--- src/rtl/scf_pkg.sv ---
// serial command framer: shared constants, state encodings, state record
// assumes a byte-wide receiver and transmitter on the same clock
// Contract
// - frames are DLE STX data DLE ETX check
// - payload 0x10 doubled on send, collapsed on receive
// - fields: operation, count high, count low, object, flags, data
// - unpermitted operation gets no response; the code still answers DLE ACK and skips only force and deactivate
// - 16-bit count 0..FF, zero unlimited, default one
// - bad check: answer DLE NAK, discard
// - good check: answer DLE ACK, then execute
// - unexecutable good frame dropped silently
// - results go back as framed packets
// - host NAK causes up to three resends
// - new command stops a running stream
// - DLE ENQ answered with DLE ACK
// - check byte is negated modulo-256 data sum
// - doubled 0x10 counted once in sum
// - malformed command gets only the acknowledge
// - deactivate command releases all forced outputs
// - results follow acknowledge, same framing
package scf_pkg;

    // ------------------------------------------------------------
    // link control codes
    // ------------------------------------------------------------
    localparam logic [7:0] SCF_DLE = 8'h10;
    localparam logic [7:0] SCF_STX = 8'h02;
    localparam logic [7:0] SCF_ETX = 8'h03;
    localparam logic [7:0] SCF_ENQ = 8'h05;
    localparam logic [7:0] SCF_ACK = 8'h06;
    localparam logic [7:0] SCF_NAK = 8'h15;

    // ------------------------------------------------------------
    // operations and objects
    // ------------------------------------------------------------
    localparam logic [7:0] SCF_OP_ECHO  = 8'h01;
    localparam logic [7:0] SCF_OP_FORCE = 8'h02;
    localparam logic [7:0] SCF_OP_DEACT = 8'h0b;
    localparam logic [7:0] SCF_OBJ_OUTS = 8'h06;

    // ------------------------------------------------------------
    // sizes and field positions
    // ------------------------------------------------------------
    localparam int          SCF_AW        = 6;     // payload memory
    localparam logic [6:0]  SCF_MEM_DEPTH = 7'd64;
    localparam logic [6:0]  SCF_LEN_OP    = 7'd1;  // operation only
    localparam logic [6:0]  SCF_DATA_POS  = 7'd3;  // echo data start
    localparam logic [6:0]  SCF_HDR_KEEP  = 7'd6;  // bytes held in regs
    localparam logic [6:0]  SCF_FRC_LEN   = 7'd6;
    localparam logic [7:0]  SCF_NT_DEF    = 8'h01; // count when absent
    localparam logic [1:0]  SCF_RETRY_MAX = 2'd3;
    localparam int          SCF_NOUT      = 14;

    // ------------------------------------------------------------
    // state machines
    // ------------------------------------------------------------
    typedef enum logic [4:0] {
        RX_IDLE = 5'b00001,
        RX_ESC  = 5'b00010,
        RX_DATA = 5'b00100,
        RX_DESC = 5'b01000,
        RX_CHK  = 5'b10000
    } scf_rx_e;

    typedef enum logic [9:0] {
        TX_IDLE  = 10'b0000000001,
        TX_CTL   = 10'b0000000010,
        TX_HDR   = 10'b0000000100,
        TX_FETCH = 10'b0000001000,
        TX_BODY  = 10'b0000010000,
        TX_STUF  = 10'b0000100000,
        TX_TRL   = 10'b0001000000,
        TX_ETXS  = 10'b0010000000,
        TX_CHKB  = 10'b0100000000,
        TX_WAIT  = 10'b1000000000
    } scf_tx_e;

    typedef struct packed {
        scf_rx_e              rx;
        logic [7:0]           sum;
        logic [6:0]           len;
        logic                 ovf;
        logic [5:0][7:0]      hb;
        logic                 ctl_req;
        logic [7:0]           ctl_code;
        scf_tx_e              tx;
        logic                 back_wait;
        logic                 pkt_go;
        logic [6:0]           rd_addr;
        logic [6:0]           end_addr;
        logic [7:0]           tsum;
        logic [7:0]           rep;
        logic                 rep_inf;
        logic [1:0]           retry;
        logic [7:0]           tx_byte;
        logic                 tx_valid;
        logic                 busy;      // result stream pending, or transmitter not idle
        logic [SCF_NOUT-1:0]  f_on;
        logic [SCF_NOUT-1:0]  f_off;
        logic [SCF_NOUT-1:0]  frc_en;
        logic [SCF_NOUT-1:0]  frc_val;
    } scf_st_s;

    localparam scf_st_s SCF_ST_RST = '{rx: RX_IDLE, tx: TX_IDLE, default: '0};

endpackage

--- src/rtl/scf_byte_mem.sv ---
// payload store for one received command frame
// assumes a single clock; read data is registered, one cycle late
`timescale 1ns/1ps
module scf_byte_mem
    import scf_pkg::*;
#(
    parameter int AW = SCF_AW
) (
    // clock
    input  wire logic          clk_sys,
    // write side
    input  wire logic          we,
    input  wire logic [AW-1:0] waddr,
    input  wire logic [7:0]    wdata,
    // read side
    input  wire logic [AW-1:0] raddr,
    output logic      [7:0]    rdata
);

    // ------------------------------------------------------------
    // storage
    // ------------------------------------------------------------
    logic [7:0] mem [0:(1<<AW)-1];  // no reset: contents are payload only

    // write port and registered read port
    always_ff @(posedge clk_sys) begin
        if (we) begin
            mem[waddr] <= wdata;
        end
        rdata <= mem[raddr];
    end

endmodule

--- src/rtl/scf_framer.sv ---
// serial command framer: receives escaped command frames, checks them,
// answers ACK/NAK, runs echo/force/deactivate and sends framed results
// assumes byte streams from a uart on clk_sys; baud logic lives outside
`timescale 1ns/1ps
module scf_framer
    import scf_pkg::*;
(
    // clock and reset
    input  wire logic                clk_sys,
    input  wire logic                rst_b,
    // received bytes
    input  wire logic [7:0]          rx_byte,
    input  wire logic                rx_valid,
    // bytes to send
    output logic      [7:0]          tx_byte,
    output logic                     tx_valid,
    input  wire logic                tx_ready,
    // module status
    input  wire logic                host_sel,
    input  wire logic                setup_mode,
    // forced discrete outputs and stream busy flag
    output logic      [SCF_NOUT-1:0] frc_en,
    output logic      [SCF_NOUT-1:0] frc_val,
    output logic                     stream_busy
);

    // ------------------------------------------------------------
    // state and helpers
    // ------------------------------------------------------------
    scf_st_s             s_r;        // all registered state
    scf_st_s             s_nxt;      // next value
    logic                free;       // output slot can take a byte
    logic                store;      // payload byte this cycle
    logic                fstart;     // DLE STX seen
    logic                fdone;      // check byte seen
    logic                good;       // check byte matched
    logic                h_ack;      // host DLE ACK
    logic                h_nak;      // host DLE NAK
    logic                ctl_new;    // answer requested this cycle
    logic                permit;     // host selected, not in setup
    logic                is_echo;    // well formed echo
    logic                is_frc;     // well formed force
    logic                is_deact;   // well formed deactivate
    logic                mem_we;     // payload write
    logic [7:0]          chk_sum;    // sum including check byte
    logic [7:0]          rd_data;    // payload read data
    logic [SCF_NOUT-1:0] fl;         // force select flags
    logic [SCF_NOUT-1:0] fd;         // force on/off data

    assign chk_sum = s_r.sum + rx_byte;
    assign permit  = host_sel && !setup_mode;
    assign fl      = {s_r.hb[3][5:0], s_r.hb[2]};
    assign fd      = {s_r.hb[5][5:0], s_r.hb[4]};

    // ------------------------------------------------------------
    // command validity
    // ------------------------------------------------------------
    // field order
    // echo: op alone, or op, count high, count low, data
    // count range check
    assign is_echo  = (s_r.hb[0] == SCF_OP_ECHO) &&
                      ((s_r.len == SCF_LEN_OP) ||
                       ((s_r.len >= SCF_DATA_POS) && (s_r.hb[1] == 8'h00)));
    assign is_frc   = (s_r.hb[0] == SCF_OP_FORCE) &&
                      (s_r.len == SCF_FRC_LEN) &&
                      (s_r.hb[1] == SCF_OBJ_OUTS);
    assign is_deact = (s_r.hb[0] == SCF_OP_DEACT) &&
                      (s_r.len == SCF_LEN_OP);

    // ------------------------------------------------------------
    // payload memory
    // ------------------------------------------------------------
    scf_byte_mem #(
        .AW (SCF_AW)
    ) u_mem (
        .clk_sys (clk_sys),
        .we      (mem_we),
        .waddr   (s_r.len[SCF_AW-1:0]),
        .wdata   (rx_byte),
        .raddr   (s_r.rd_addr[SCF_AW-1:0]),
        .rdata   (rd_data)
    );

    // ------------------------------------------------------------
    // next state: receiver, command execution, transmitter
    // ------------------------------------------------------------
    always_comb begin
        s_nxt  = s_r;
        store  = 1'b0;
        fstart = 1'b0;
        fdone  = 1'b0;
        good   = 1'b0;
        h_ack  = 1'b0;
        h_nak  = 1'b0;
        ctl_new = 1'b0;
        mem_we = 1'b0;
        free   = !s_r.tx_valid || tx_ready;
        // byte taken by the uart
        if (s_r.tx_valid && tx_ready) begin
            s_nxt.tx_valid = 1'b0;
        end

        // receiver: escape decode
        if (rx_valid) begin
            unique case (s_r.rx)
                RX_IDLE: begin
                    if (rx_byte == SCF_DLE) begin
                        s_nxt.rx = RX_ESC;
                    end
                end
                RX_ESC: begin
                    s_nxt.rx = RX_IDLE;
                    if (rx_byte == SCF_STX) begin
                        fstart = 1'b1;
                    end else if (rx_byte == SCF_ENQ) begin
                        ctl_new        = 1'b1;
                        s_nxt.ctl_req  = 1'b1;
                        s_nxt.ctl_code = SCF_ACK;
                    end else if (rx_byte == SCF_ACK) begin
                        h_ack = 1'b1;
                    end else if (rx_byte == SCF_NAK) begin
                        h_nak = 1'b1;
                    end else if (rx_byte == SCF_DLE) begin
                        s_nxt.rx = RX_ESC;
                    end
                end
                RX_DATA: begin
                    if (rx_byte == SCF_DLE) begin
                        s_nxt.rx = RX_DESC;
                    end else begin
                        store = 1'b1;
                    end
                end
                RX_DESC: begin
                    if (rx_byte == SCF_DLE) begin
                        store    = 1'b1;
                        s_nxt.rx = RX_DATA;
                    end else if (rx_byte == SCF_STX) begin
                        fstart = 1'b1;
                    end else if (rx_byte == SCF_ETX) begin
                        s_nxt.rx = RX_CHK;
                    end else begin
                        // broken escape: drop the frame silently
                        s_nxt.rx = RX_IDLE;
                    end
                end
                RX_CHK: begin
                    s_nxt.rx = RX_IDLE;
                    fdone    = 1'b1;
                end
                default: begin
                    s_nxt.rx = RX_IDLE;
                end
            endcase
        end

        // frame start resets the running sum and count
        if (fstart) begin
            s_nxt.rx  = RX_DATA;
            s_nxt.sum = 8'h00;
            s_nxt.len = 7'd0;
            s_nxt.ovf = 1'b0;
        end

        if (store) begin
            s_nxt.sum = s_r.sum + rx_byte;
            if (s_r.len < SCF_HDR_KEEP) begin
                s_nxt.hb[s_r.len[2:0]] = rx_byte;
            end
            // long frames are marked and later dropped
            if (s_r.len == SCF_MEM_DEPTH) begin
                s_nxt.ovf = 1'b1;
            end else begin
                mem_we    = 1'b1;
                s_nxt.len = s_r.len + 7'd1;
            end
        end

        if (fdone) begin
            good           = (chk_sum == 8'h00);
            ctl_new        = 1'b1;
            s_nxt.ctl_req  = 1'b1;
            s_nxt.ctl_code = good ? SCF_ACK : SCF_NAK;
        end

        if (good && !s_r.ovf) begin
            if (is_echo) begin
                s_nxt.rep      = (s_r.len == SCF_LEN_OP) ? SCF_NT_DEF
                                                         : s_r.hb[2];
                s_nxt.rep_inf  = (s_r.len != SCF_LEN_OP) &&
                                 (s_r.hb[2] == 8'h00);
                s_nxt.end_addr = s_r.len;
                s_nxt.retry    = 2'd0;
                s_nxt.pkt_go   = 1'b1;
            end else if (is_frc && permit) begin
                // off wins over on; forces accumulate
                s_nxt.f_on  = s_r.f_on | (fl & fd);
                s_nxt.f_off = s_r.f_off | (fl & ~fd);
            end else if (is_deact && permit) begin
                s_nxt.f_on  = '0;
                s_nxt.f_off = '0;
            end
        end

        // transmitter
        unique case (s_r.tx)
            TX_IDLE: begin
                if (free && s_nxt.ctl_req) begin
                    s_nxt.tx_byte  = SCF_DLE;
                    s_nxt.tx_valid = 1'b1;
                    s_nxt.tx       = TX_CTL;
                end else if (free && s_nxt.pkt_go && !fstart) begin
                    s_nxt.tx_byte  = SCF_DLE;
                    s_nxt.tx_valid = 1'b1;
                    s_nxt.pkt_go   = 1'b0;
                    s_nxt.tx       = TX_HDR;
                end
            end
            TX_CTL: begin
                if (free) begin
                    // send the pending code; a request raised in this
                    // same cycle wins over the clear and goes next
                    s_nxt.tx_byte   = s_r.ctl_code;
                    s_nxt.tx_valid  = 1'b1;
                    s_nxt.ctl_req   = ctl_new;
                    s_nxt.back_wait = 1'b0;
                    s_nxt.tx        = s_r.back_wait ? TX_WAIT : TX_IDLE;
                end
            end
            TX_HDR: begin
                if (free) begin
                    s_nxt.tx_byte  = SCF_STX;
                    s_nxt.tx_valid = 1'b1;
                    s_nxt.rd_addr  = SCF_DATA_POS;
                    s_nxt.tsum     = 8'h00;
                    s_nxt.tx       = TX_FETCH;
                end
            end
            TX_FETCH: begin
                // one cycle for the registered memory read
                s_nxt.tx = (s_r.rd_addr < s_r.end_addr) ? TX_BODY : TX_TRL;
            end
            TX_BODY: begin
                if (free) begin
                    s_nxt.tx_byte  = rd_data;
                    s_nxt.tx_valid = 1'b1;
                    s_nxt.tsum     = s_r.tsum + rd_data;
                    if (rd_data == SCF_DLE) begin
                        s_nxt.tx = TX_STUF;
                    end else begin
                        s_nxt.rd_addr = s_r.rd_addr + 7'd1;
                        s_nxt.tx      = TX_FETCH;
                    end
                end
            end
            TX_STUF: begin
                if (free) begin
                    s_nxt.tx_byte  = SCF_DLE;
                    s_nxt.tx_valid = 1'b1;
                    s_nxt.rd_addr  = s_r.rd_addr + 7'd1;
                    s_nxt.tx       = TX_FETCH;
                end
            end
            TX_TRL: begin
                if (free) begin
                    s_nxt.tx_byte  = SCF_DLE;
                    s_nxt.tx_valid = 1'b1;
                    s_nxt.tx       = TX_ETXS;
                end
            end
            TX_ETXS: begin
                if (free) begin
                    s_nxt.tx_byte  = SCF_ETX;
                    s_nxt.tx_valid = 1'b1;
                    s_nxt.tx       = TX_CHKB;
                end
            end
            TX_CHKB: begin
                if (free) begin
                    s_nxt.tx_byte  = 8'h00 - s_r.tsum;
                    s_nxt.tx_valid = 1'b1;
                    s_nxt.tx       = TX_WAIT;
                end
            end
            TX_WAIT: begin
                // resend on NAK, at most three times
                if (h_nak && (s_r.retry != SCF_RETRY_MAX)) begin
                    s_nxt.retry  = s_r.retry + 2'd1;
                    s_nxt.pkt_go = 1'b1;
                    s_nxt.tx     = TX_IDLE;
                end else if (h_ack || h_nak) begin
                    // packet done or dropped: next repetition
                    s_nxt.retry = 2'd0;
                    s_nxt.tx    = TX_IDLE;
                    if (s_r.rep_inf || (s_r.rep > 8'h01)) begin
                        s_nxt.pkt_go = 1'b1;
                        if (!s_r.rep_inf) begin
                            s_nxt.rep = s_r.rep - 8'h01;
                        end
                    end
                end else if (free && s_nxt.ctl_req) begin
                    // link answers may interleave while waiting
                    s_nxt.tx_byte   = SCF_DLE;
                    s_nxt.tx_valid  = 1'b1;
                    s_nxt.back_wait = 1'b1;
                    s_nxt.tx        = TX_CTL;
                end
            end
            default: begin
                s_nxt.tx = TX_IDLE;
            end
        endcase

        if (fstart) begin
            s_nxt.pkt_go    = 1'b0;
            s_nxt.back_wait = 1'b0;
            if (s_nxt.tx != TX_CTL) begin
                s_nxt.tx = TX_IDLE;
            end
        end

        // registered force outputs, off has priority
        s_nxt.frc_en  = s_nxt.f_on | s_nxt.f_off;
        s_nxt.frc_val = s_nxt.f_on & ~s_nxt.f_off;
        // stream flag kept in a flop so the pin has no gate behind it
        s_nxt.busy    = s_nxt.pkt_go || (s_nxt.tx != TX_IDLE);
    end

    // ------------------------------------------------------------
    // state register
    // ------------------------------------------------------------
    always_ff @(posedge clk_sys or negedge rst_b) begin
        if (!rst_b) begin
            s_r <= SCF_ST_RST;
        end else begin
            s_r <= s_nxt;
        end
    end

    // outputs straight from the state register
    assign tx_byte     = s_r.tx_byte;
    assign tx_valid    = s_r.tx_valid;
    assign frc_en      = s_r.frc_en;
    assign frc_val     = s_r.frc_val;
    assign stream_busy = s_r.busy;
endmodule

--- config.mk ---
export PLATFORM = sky130hd
export DESIGN_NAME = scf_framer
export DESIGN_NICKNAME = d
export VERILOG_FILES = /design/src/rtl/scf_pkg.sv /design/src/rtl/scf_byte_mem.sv /design/src/rtl/scf_framer.sv
export SDC_FILE = /design/constraint.sdc
export NUM_CORES = 1
export LEC_CHECK = 0
export ABC_AREA = 1
export BUFFER_PORTS_ARGS = -buffer_cell sky130_fd_sc_hd__buf_2
export CORE_UTILIZATION = 51
export CTS_CLUSTER_DIAMETER = 150
export DETAILED_ROUTE_END_ITERATION = 8
export HOLD_SLACK_MARGIN = 0.1
export PLACE_DENSITY = 0.73
export SYNTH_ARGS = -nofsm -noshare
export SYNTH_HDL_FRONTEND = slang
export SYNTH_SLANG_ARGS = --single-unit
export TNS_END_PERCENT = 30
--- constraint.sdc ---
create_clock -name clk_sys -period 7.45 [get_ports clk_sys]
set_input_delay 1.49 -clock clk_sys [delete_from_list [all_inputs] [get_ports clk_sys]]
set_output_delay 1.49 -clock clk_sys [all_outputs]
set_load 0.02 [all_outputs]
==> impl_metrics.env, run 1 <==
export IMPL_status="finished, final reports clean"
export IMPL_p_total_mw=11.8
export IMPL_ff2ff_path_depth=11
export IMPL_dpl_cell_area_um2=31000
export IMPL_die_w_um=246
export IMPL_die_h_um=246
export IMPL_grt_max_degree=120
export IMPL_io_buffers=51
export IMPL_clkPwrFrac_pct=28.8
export IMPL_cts_tree="built"
export IMPL_clk_pin_slew_worst_paths_ps=60
export IMPL_period_needed_ps=4820
export IMPL_hold_viol=0
export IMPL_combPwrFrac_pct=30.9
export IMPL_async_reset_ff_share_pct=25.7
export IMPL_yosys_warnings=0
export IMPL_rows=88
export IMPL_final_antenna_net_count=0
export IMPL_area_growth_synth_to_final_pct=9.53
export IMPL_drc_errors=0
export IMPL_worst_pin_slew_ps=1130
export IMPL_synth_nets=2813
export IMPL_cap_violations=0
export IMPL_p_leak_nw=12.5
export IMPL_netlist_area_um2=30300
export IMPL_pwr_share_seq_pct=40.3
export IMPL_antenna_found_initial=1
export IMPL_place_congestion=0.938
export IMPL_numClockSinks=700
export IMPL_critPathSlowestCell="nor2_1"
export IMPL_cts_max_path_buffers=3
export IMPL_switching_share_pct=37.0
export IMPL_vias=21400
export IMPL_crit_type="in -> reg"
export IMPL_drv_slew=0
export IMPL_cp_end_kind="flop"
export IMPL_setup_violations=0
export IMPL_dp_hpwl_mm=48.1
export IMPL_p_int_mw=7.40
export IMPL_layout_nets=2809
export IMPL_grt_pass1_vias=20700
export IMPL_whs_ps=455
export IMPL_hp_class="reg -> reg"
export IMPL_start_util_pct=52.1
export IMPL_boundaryPins=52
export IMPL_synth_ff_type="edfxtp_1"
export IMPL_cts_setup_buffers=0
export IMPL_h_tree_depth=3
export IMPL_tns_ps=0
export IMPL_routedWlPerCell_um=21.5
export IMPL_rsz0062_at_grt="false"
export IMPL_slowest_delay_ps=840
export IMPL_grt_overflow=0
export IMPL_startpoint_type="input pin"
export IMPL_numCtsBuffers=71
export IMPL_cts_resized=0
export IMPL_crit_path_frequent_cell="inv_1"
export IMPL_preCtsSetupSlack_ps=2130
export IMPL_core_um2=58100
export IMPL_min_path_cells=2
export IMPL_grt_pass1_wl_mm=118
export IMPL_synth_cell_types=66
export IMPL_cts_hold_buffers=0
export IMPL_worstPathCellList="buf_2, inv_1, nand3_1, inv_1, nand4_2, inv_1, nand2_1, o21ai_1, nand2_2, inv_2, nand2_2, inv_2, nand4_1, nor2_1"
export IMPL_drt_vias_per_instance=5.98
export IMPL_drt_iter0_drc=2514
export IMPL_first_pass_iters=6
export IMPL_die_area_um2=60300
export IMPL_peakVddDrop_uv=226
export IMPL_arrival_ps=5050
export IMPL_finalWirelength_mm=76.9
export IMPL_design_area_um2=33100
export IMPL_cts_root_buf="clkbuf_16"
export IMPL_pwr_density_cell_nw_per_um2=355
export IMPL_track_usage_pct=25.6
export IMPL_fin_skew_ps=19.9
export IMPL_critPathRequiredTime_ps=7690
export IMPL_ys_ff_latch=700
export IMPL_seq_area_frac_synth_pct=66.2
export IMPL_clk_latency_ps=620
export IMPL_worst_slack_ps=2630
export IMPL_crit_fanout=16
export IMPL_fmax_mhz=208
export IMPL_final_layout_size_suffix_gt1_share_pct=8.60
export IMPL_timing_final_crit_share_pct=64.7
export IMPL_relSlewSlack_pct=24.4
export IMPL_p_sw_mw=4.35
export IMPL_synth_edf_count=512
export IMPL_synthCells=2768
export IMPL_syn_area_per_cell_um2=10.9
-- worst max-delay path, delay by kind of cell --
family	cells	cell delay, ps
compound gates	1	110
simple gates	7	2270
buf+inv	6	1130
-- routing by layer --
layer / wire length, um / share of wire [%] / global-route usage [%]
met5: 0 / 0 / 0
met4: 2440 / 3.2 / 9.68
met3: 6210 / 8.1 / 3.67
met2: 36900 / 48 / 42.0
met1: 31300 / 41 / 34.7
-- through the flow --
stage | utilization, % | cells
finish | 57.0 | 3581
detailed placement | 53.3 | 3456
global route | 57.0 | 3581
global placement | 53.3 | 3456
CTS | 57.0 | 3580
floorplan | - | 2768
-- Yosys cell counts (all sizes together) (12+ instances only) --
master  number  area share (%)
ha          29             1.2
inv        212             2.6
clkbuf     100             1.2
o211ai      15            0.37
nand2      357             4.5
xor2        12            0.35
edfxtp     512              51
nand4       38            0.85
o21ai      371             6.2
o22ai       94             2.1
o221ai      53             1.5
buf         53             1.2
a21oi       53             1.0
nor2       435             5.6
nor4        14            0.41
nor3        43            0.76
dfrtp      178              15
nand3      132             2.3
-- registers in the layout, summed over array words and instances, names as in the netlist --
register and cells:
fl 14, u_mem.rdata 8, tx_valid 1, stream_busy 1
frc_en 14, fd 14, tx_byte 8, u_mem.mem 512
s_r 114, frc_val 14
-- layout by cell type (no fill, tap or decap), types with 6 or more instances in the layout --
cell and n:
nor2_2 6, nor2_1 423, a21oi_1 48, xnor2_1 8, nand4_1 35, dfrtp_1 176, inv_1 198, nor3_1 39
dfxtp_1 8, nor4_1 11, inv_2 12, clkinv_1 23, buf_2 50, xor2_1 12, or2_1 6, o22ai_1 90
ha_1 29, o21ai_0 361, nand2_2 12, o221ai_1 53, nand2_1 345, o21ai_1 8, clkbuf_1 15, o211ai_1 15
clkinv_2 7, buf_4 24, nand3_1 126, clkbuf_16 73, edfxtp_1 512
-- worst paths after layout --
check                                        end  slack [ps]       start
worst min register to register          s_r[113]         450    s_r[113]
min in group asynchronous             tx_byte[4]        1000       rst_b
worst max-delay path            u_mem.mem[38][3]        2630  rx_byte[5]
worst max register to register  u_mem.mem[38][3]        3620    s_r[185]
worst min-delay path                    s_r[113]         450    s_r[113]
max in group asynchronous                 fl[13]        5010       rst_b
-- kinds of logic after synthesis --
family,Yosys count,share of synthesized area (%)
flip-flops,700,66.2
adder cells (fa/ha/maj),31,1.33
XOR/XNOR,20,0.579
AND/OR/NAND/NOR,1035,14.8
AO/OA/AOI/OAI,610,11.8
buffers and inverters,372,5.19
-- final cells by class --
type / instances / area (um^2)
Clock inverter: 32 / 244
Antenna cell: 1 / 2.50
Multi-Input combinational cell: 1696 / 8660
Timing Repair Buffer: 76 / 464
Sequential cell: 700 / 20000
Inverter: 219 / 832
Clock buffer: 92 / 1940
Fill cell: 4695 / 25000
Tap cell: 765 / 957
-- power by group through the flow --
| stage | combinational (mW) | clock (mW) | sequential (mW) |
|---|---|---|---|
| 6_report | 3.63 | 3.39 | 4.74 |
| 2_1_floorplan | 2.50 | 0 | 4.65 |
| 3_3_place_gp | 3.45 | 0 | 4.79 |
| 5_1_grt | 3.97 | 3.56 | 4.76 |
| 3_5_place_dp | 3.55 | 0 | 4.80 |
| 4_1_cts | 3.57 | 3.43 | 4.72 |
Note: power is estimated with default switching activity, not from simulation.
==> run 2: changes to the inputs <==
- clock period: 7.45 -> 4.74 ns (I/O delays scaled with it)
==> run 2 against run 1 <==
  * Worst hold slack improved by 11 ps
  * Critical path type unchanged
  * Highest routed layer unchanged
  * Total power increased by 60%
  * Sequential share of layout area decreased by 0.96 points
  * Wire length increased by 0.26%
  * Largest power group unchanged
  * Global-route usage increased by 0.099 points
  * Final cell count increased by 1.5%
  * Worst setup slack got worse by 1600 ps
  * Core utilization increased by 0.92 points
  * Critical path depth unchanged
  * Clock-buffer cell count decreased by 4
  * Final area increased by 1.6%
  * First-iteration DRC count decreased by 6.7%
==> impl_metrics.env, run 2 (synthesis results as in run 1) <==
export IMPL_fmax_mhz=272
export IMPL_cts_tree="built"
export IMPL_combPwrFrac_pct=30.4
export IMPL_final_layout_size_suffix_gt1_share_pct=10.5
export IMPL_vias=21500
export IMPL_area_growth_synth_to_final_pct=11.3
export IMPL_cp_end_kind="flop"
export IMPL_relSlewSlack_pct=36.2
export IMPL_grt_pass1_wl_mm=119
export IMPL_arrival_ps=3920
export IMPL_switching_share_pct=36.6
export IMPL_cap_violations=0
export IMPL_cts_root_buf="clkbuf_16"
export IMPL_finalWirelength_mm=77.1
export IMPL_wl_met2_mm=36.6
export IMPL_setup_violations=0
export IMPL_grt_pass1_vias=20900
export IMPL_cts_hold_buffers=0
export IMPL_place_congestion=0.938
export IMPL_worst_pin_slew_ps=956
export IMPL_cts_resized=0
export IMPL_dp_hpwl_mm=48.3
export IMPL_slowest_delay_ps=700
export IMPL_pwr_share_seq_pct=39.7
export IMPL_antenna_found_initial=2
export IMPL_drt_iter0_drc=2345
export IMPL_final_antenna_net_count=0
export IMPL_startpoint_type="input pin"
export IMPL_track_usage_pct=25.7
export IMPL_worstPathCellList="buf_2, nor2_1, nand3_1, inv_1, nand4_2, inv_1, nand2_1, o21ai_1, nand2_2, inv_2, nand2_2, inv_2, nand2_1, nor2_1"
export IMPL_cp_top_family="simple AND/OR/NAND/NOR gates"
export IMPL_layout_commonest_cell="edfxtp_1"
export IMPL_h_tree_depth=3
export IMPL_grt_max_degree=169
export IMPL_io_buffers=51
export IMPL_first_pass_iters=8
export IMPL_p_leak_nw=12.8
export IMPL_tns_ps=0
export IMPL_crit_type="in -> reg"
export IMPL_layout_common_cells="edfxtp_1, nor2_1, o21ai_0, nand2_1, inv_1"
export IMPL_routedWlPerCell_um=21.2
export IMPL_drt_vias_per_instance=5.91
export IMPL_core_um2=58100
export IMPL_die_h_um=246
export IMPL_layout_nets=2860
export IMPL_reg_top3="u_mem.mem (512), s_r (114)"
export IMPL_p_int_mw=11.9
export IMPL_fin_skew_ps=26.3
export IMPL_die_area_um2=60300
export IMPL_cp_num_buf_inv=5
export IMPL_m1WireLength_mm=30.9
export IMPL_rsz0062_at_grt="false"
export IMPL_drv_slew=0
export IMPL_drc_errors=0
export IMPL_largest_reg_flops=512
export IMPL_crit_fanout=15
export IMPL_rows=88
export IMPL_dr_max_layer_used="met4"
export IMPL_critPathSlowestCell="nor2_1"
export IMPL_wl_met3_mm=6.63
export IMPL_start_util_pct=52.1
export IMPL_cts_setup_buffers=0
export IMPL_numClockSinks=700
export IMPL_clk_pin_slew_worst_paths_ps=60
export IMPL_status="finished, final reports clean"
export IMPL_clkPwrFrac_pct=29.9
export IMPL_critPathRequiredTime_ps=4980
export IMPL_cts_max_path_buffers=3
export IMPL_boundaryPins=52
export IMPL_pwr_density_cell_nw_per_um2=558
export IMPL_grt_overflow=0
export IMPL_regMostFlops="u_mem.mem"
export IMPL_reg2reg_slack_ps=1450
export IMPL_clk_latency_ps=610
export IMPL_hp_class="in -> async"
export IMPL_peakVddDrop_uv=417
export IMPL_p_sw_mw=6.88
export IMPL_period_needed_ps=3680
export IMPL_numCtsBuffers=72
export IMPL_die_w_um=246
export IMPL_timing_final_crit_share_pct=77.7
export IMPL_p_total_mw=18.8
export IMPL_hold_viol=0
run 2: power by group through the flow:
stage / clock network (mW) / logic (mW) / registers (mW)
floorplan: 0 / 3.93 / 7.31
global placement: 0 / 5.47 / 7.56
detailed placement: 0 / 5.60 / 7.58
CTS: 5.67 / 5.64 / 7.46
global route: 5.90 / 6.29 / 7.51
finish: 5.62 / 5.72 / 7.46
run 2: layer usage:
layer / vias up / GRT usage (%)
met5: - / 0
met4: 0 / 10.7
met3: 171 / 4.65
met2: 1016 / 41.4
met1: 10500 / 34.4
li1: 9838 / -
run 2: path summary, 6_finish.rpt:
check | to | from | cells past startpoint
min in group clk_sys | tx_byte[3] | tx_byte[3] | 2
hold / removal | tx_byte[2] | rst_b | 1
setup / recovery | u_mem.mem[21][6] | rx_byte[7] | 14
setup reg to reg | u_mem.mem[21][6] | s_r[169] | 7
max in group asynchronous | fl[8] | rst_b | 2
hold reg to reg | tx_byte[3] | tx_byte[3] | 2
run 2: cell type report:
class,count,area [um^2]
sequential,700,20000
multi-input combinational,1696,8650
clock buffer,88,1890
clock inverter,41,428
antenna,1,2.50
fill,4624,24500
inverter,219,835
tap,765,957
timing repair buffer,126,865
run 2: through the flow:
stage / cells / util [%] / setup slack, ps / instance area (um^2) / hold slack [ps]
2_1_floorplan: 2768 / - / 1350 / 30300 / 423
3_3_place_gp: 3506 / 53.9 / 510 / 31400 / 440
3_5_place_dp: 3506 / 53.9 / 423 / 31400 / 454
4_1_cts: 3635 / 57.9 / 1070 / 33700 / 469
5_1_grt: 3635 / 57.9 / 903 / 33700 / 492
6_report: 3636 / 57.9 / 1060 / 33700 / 465
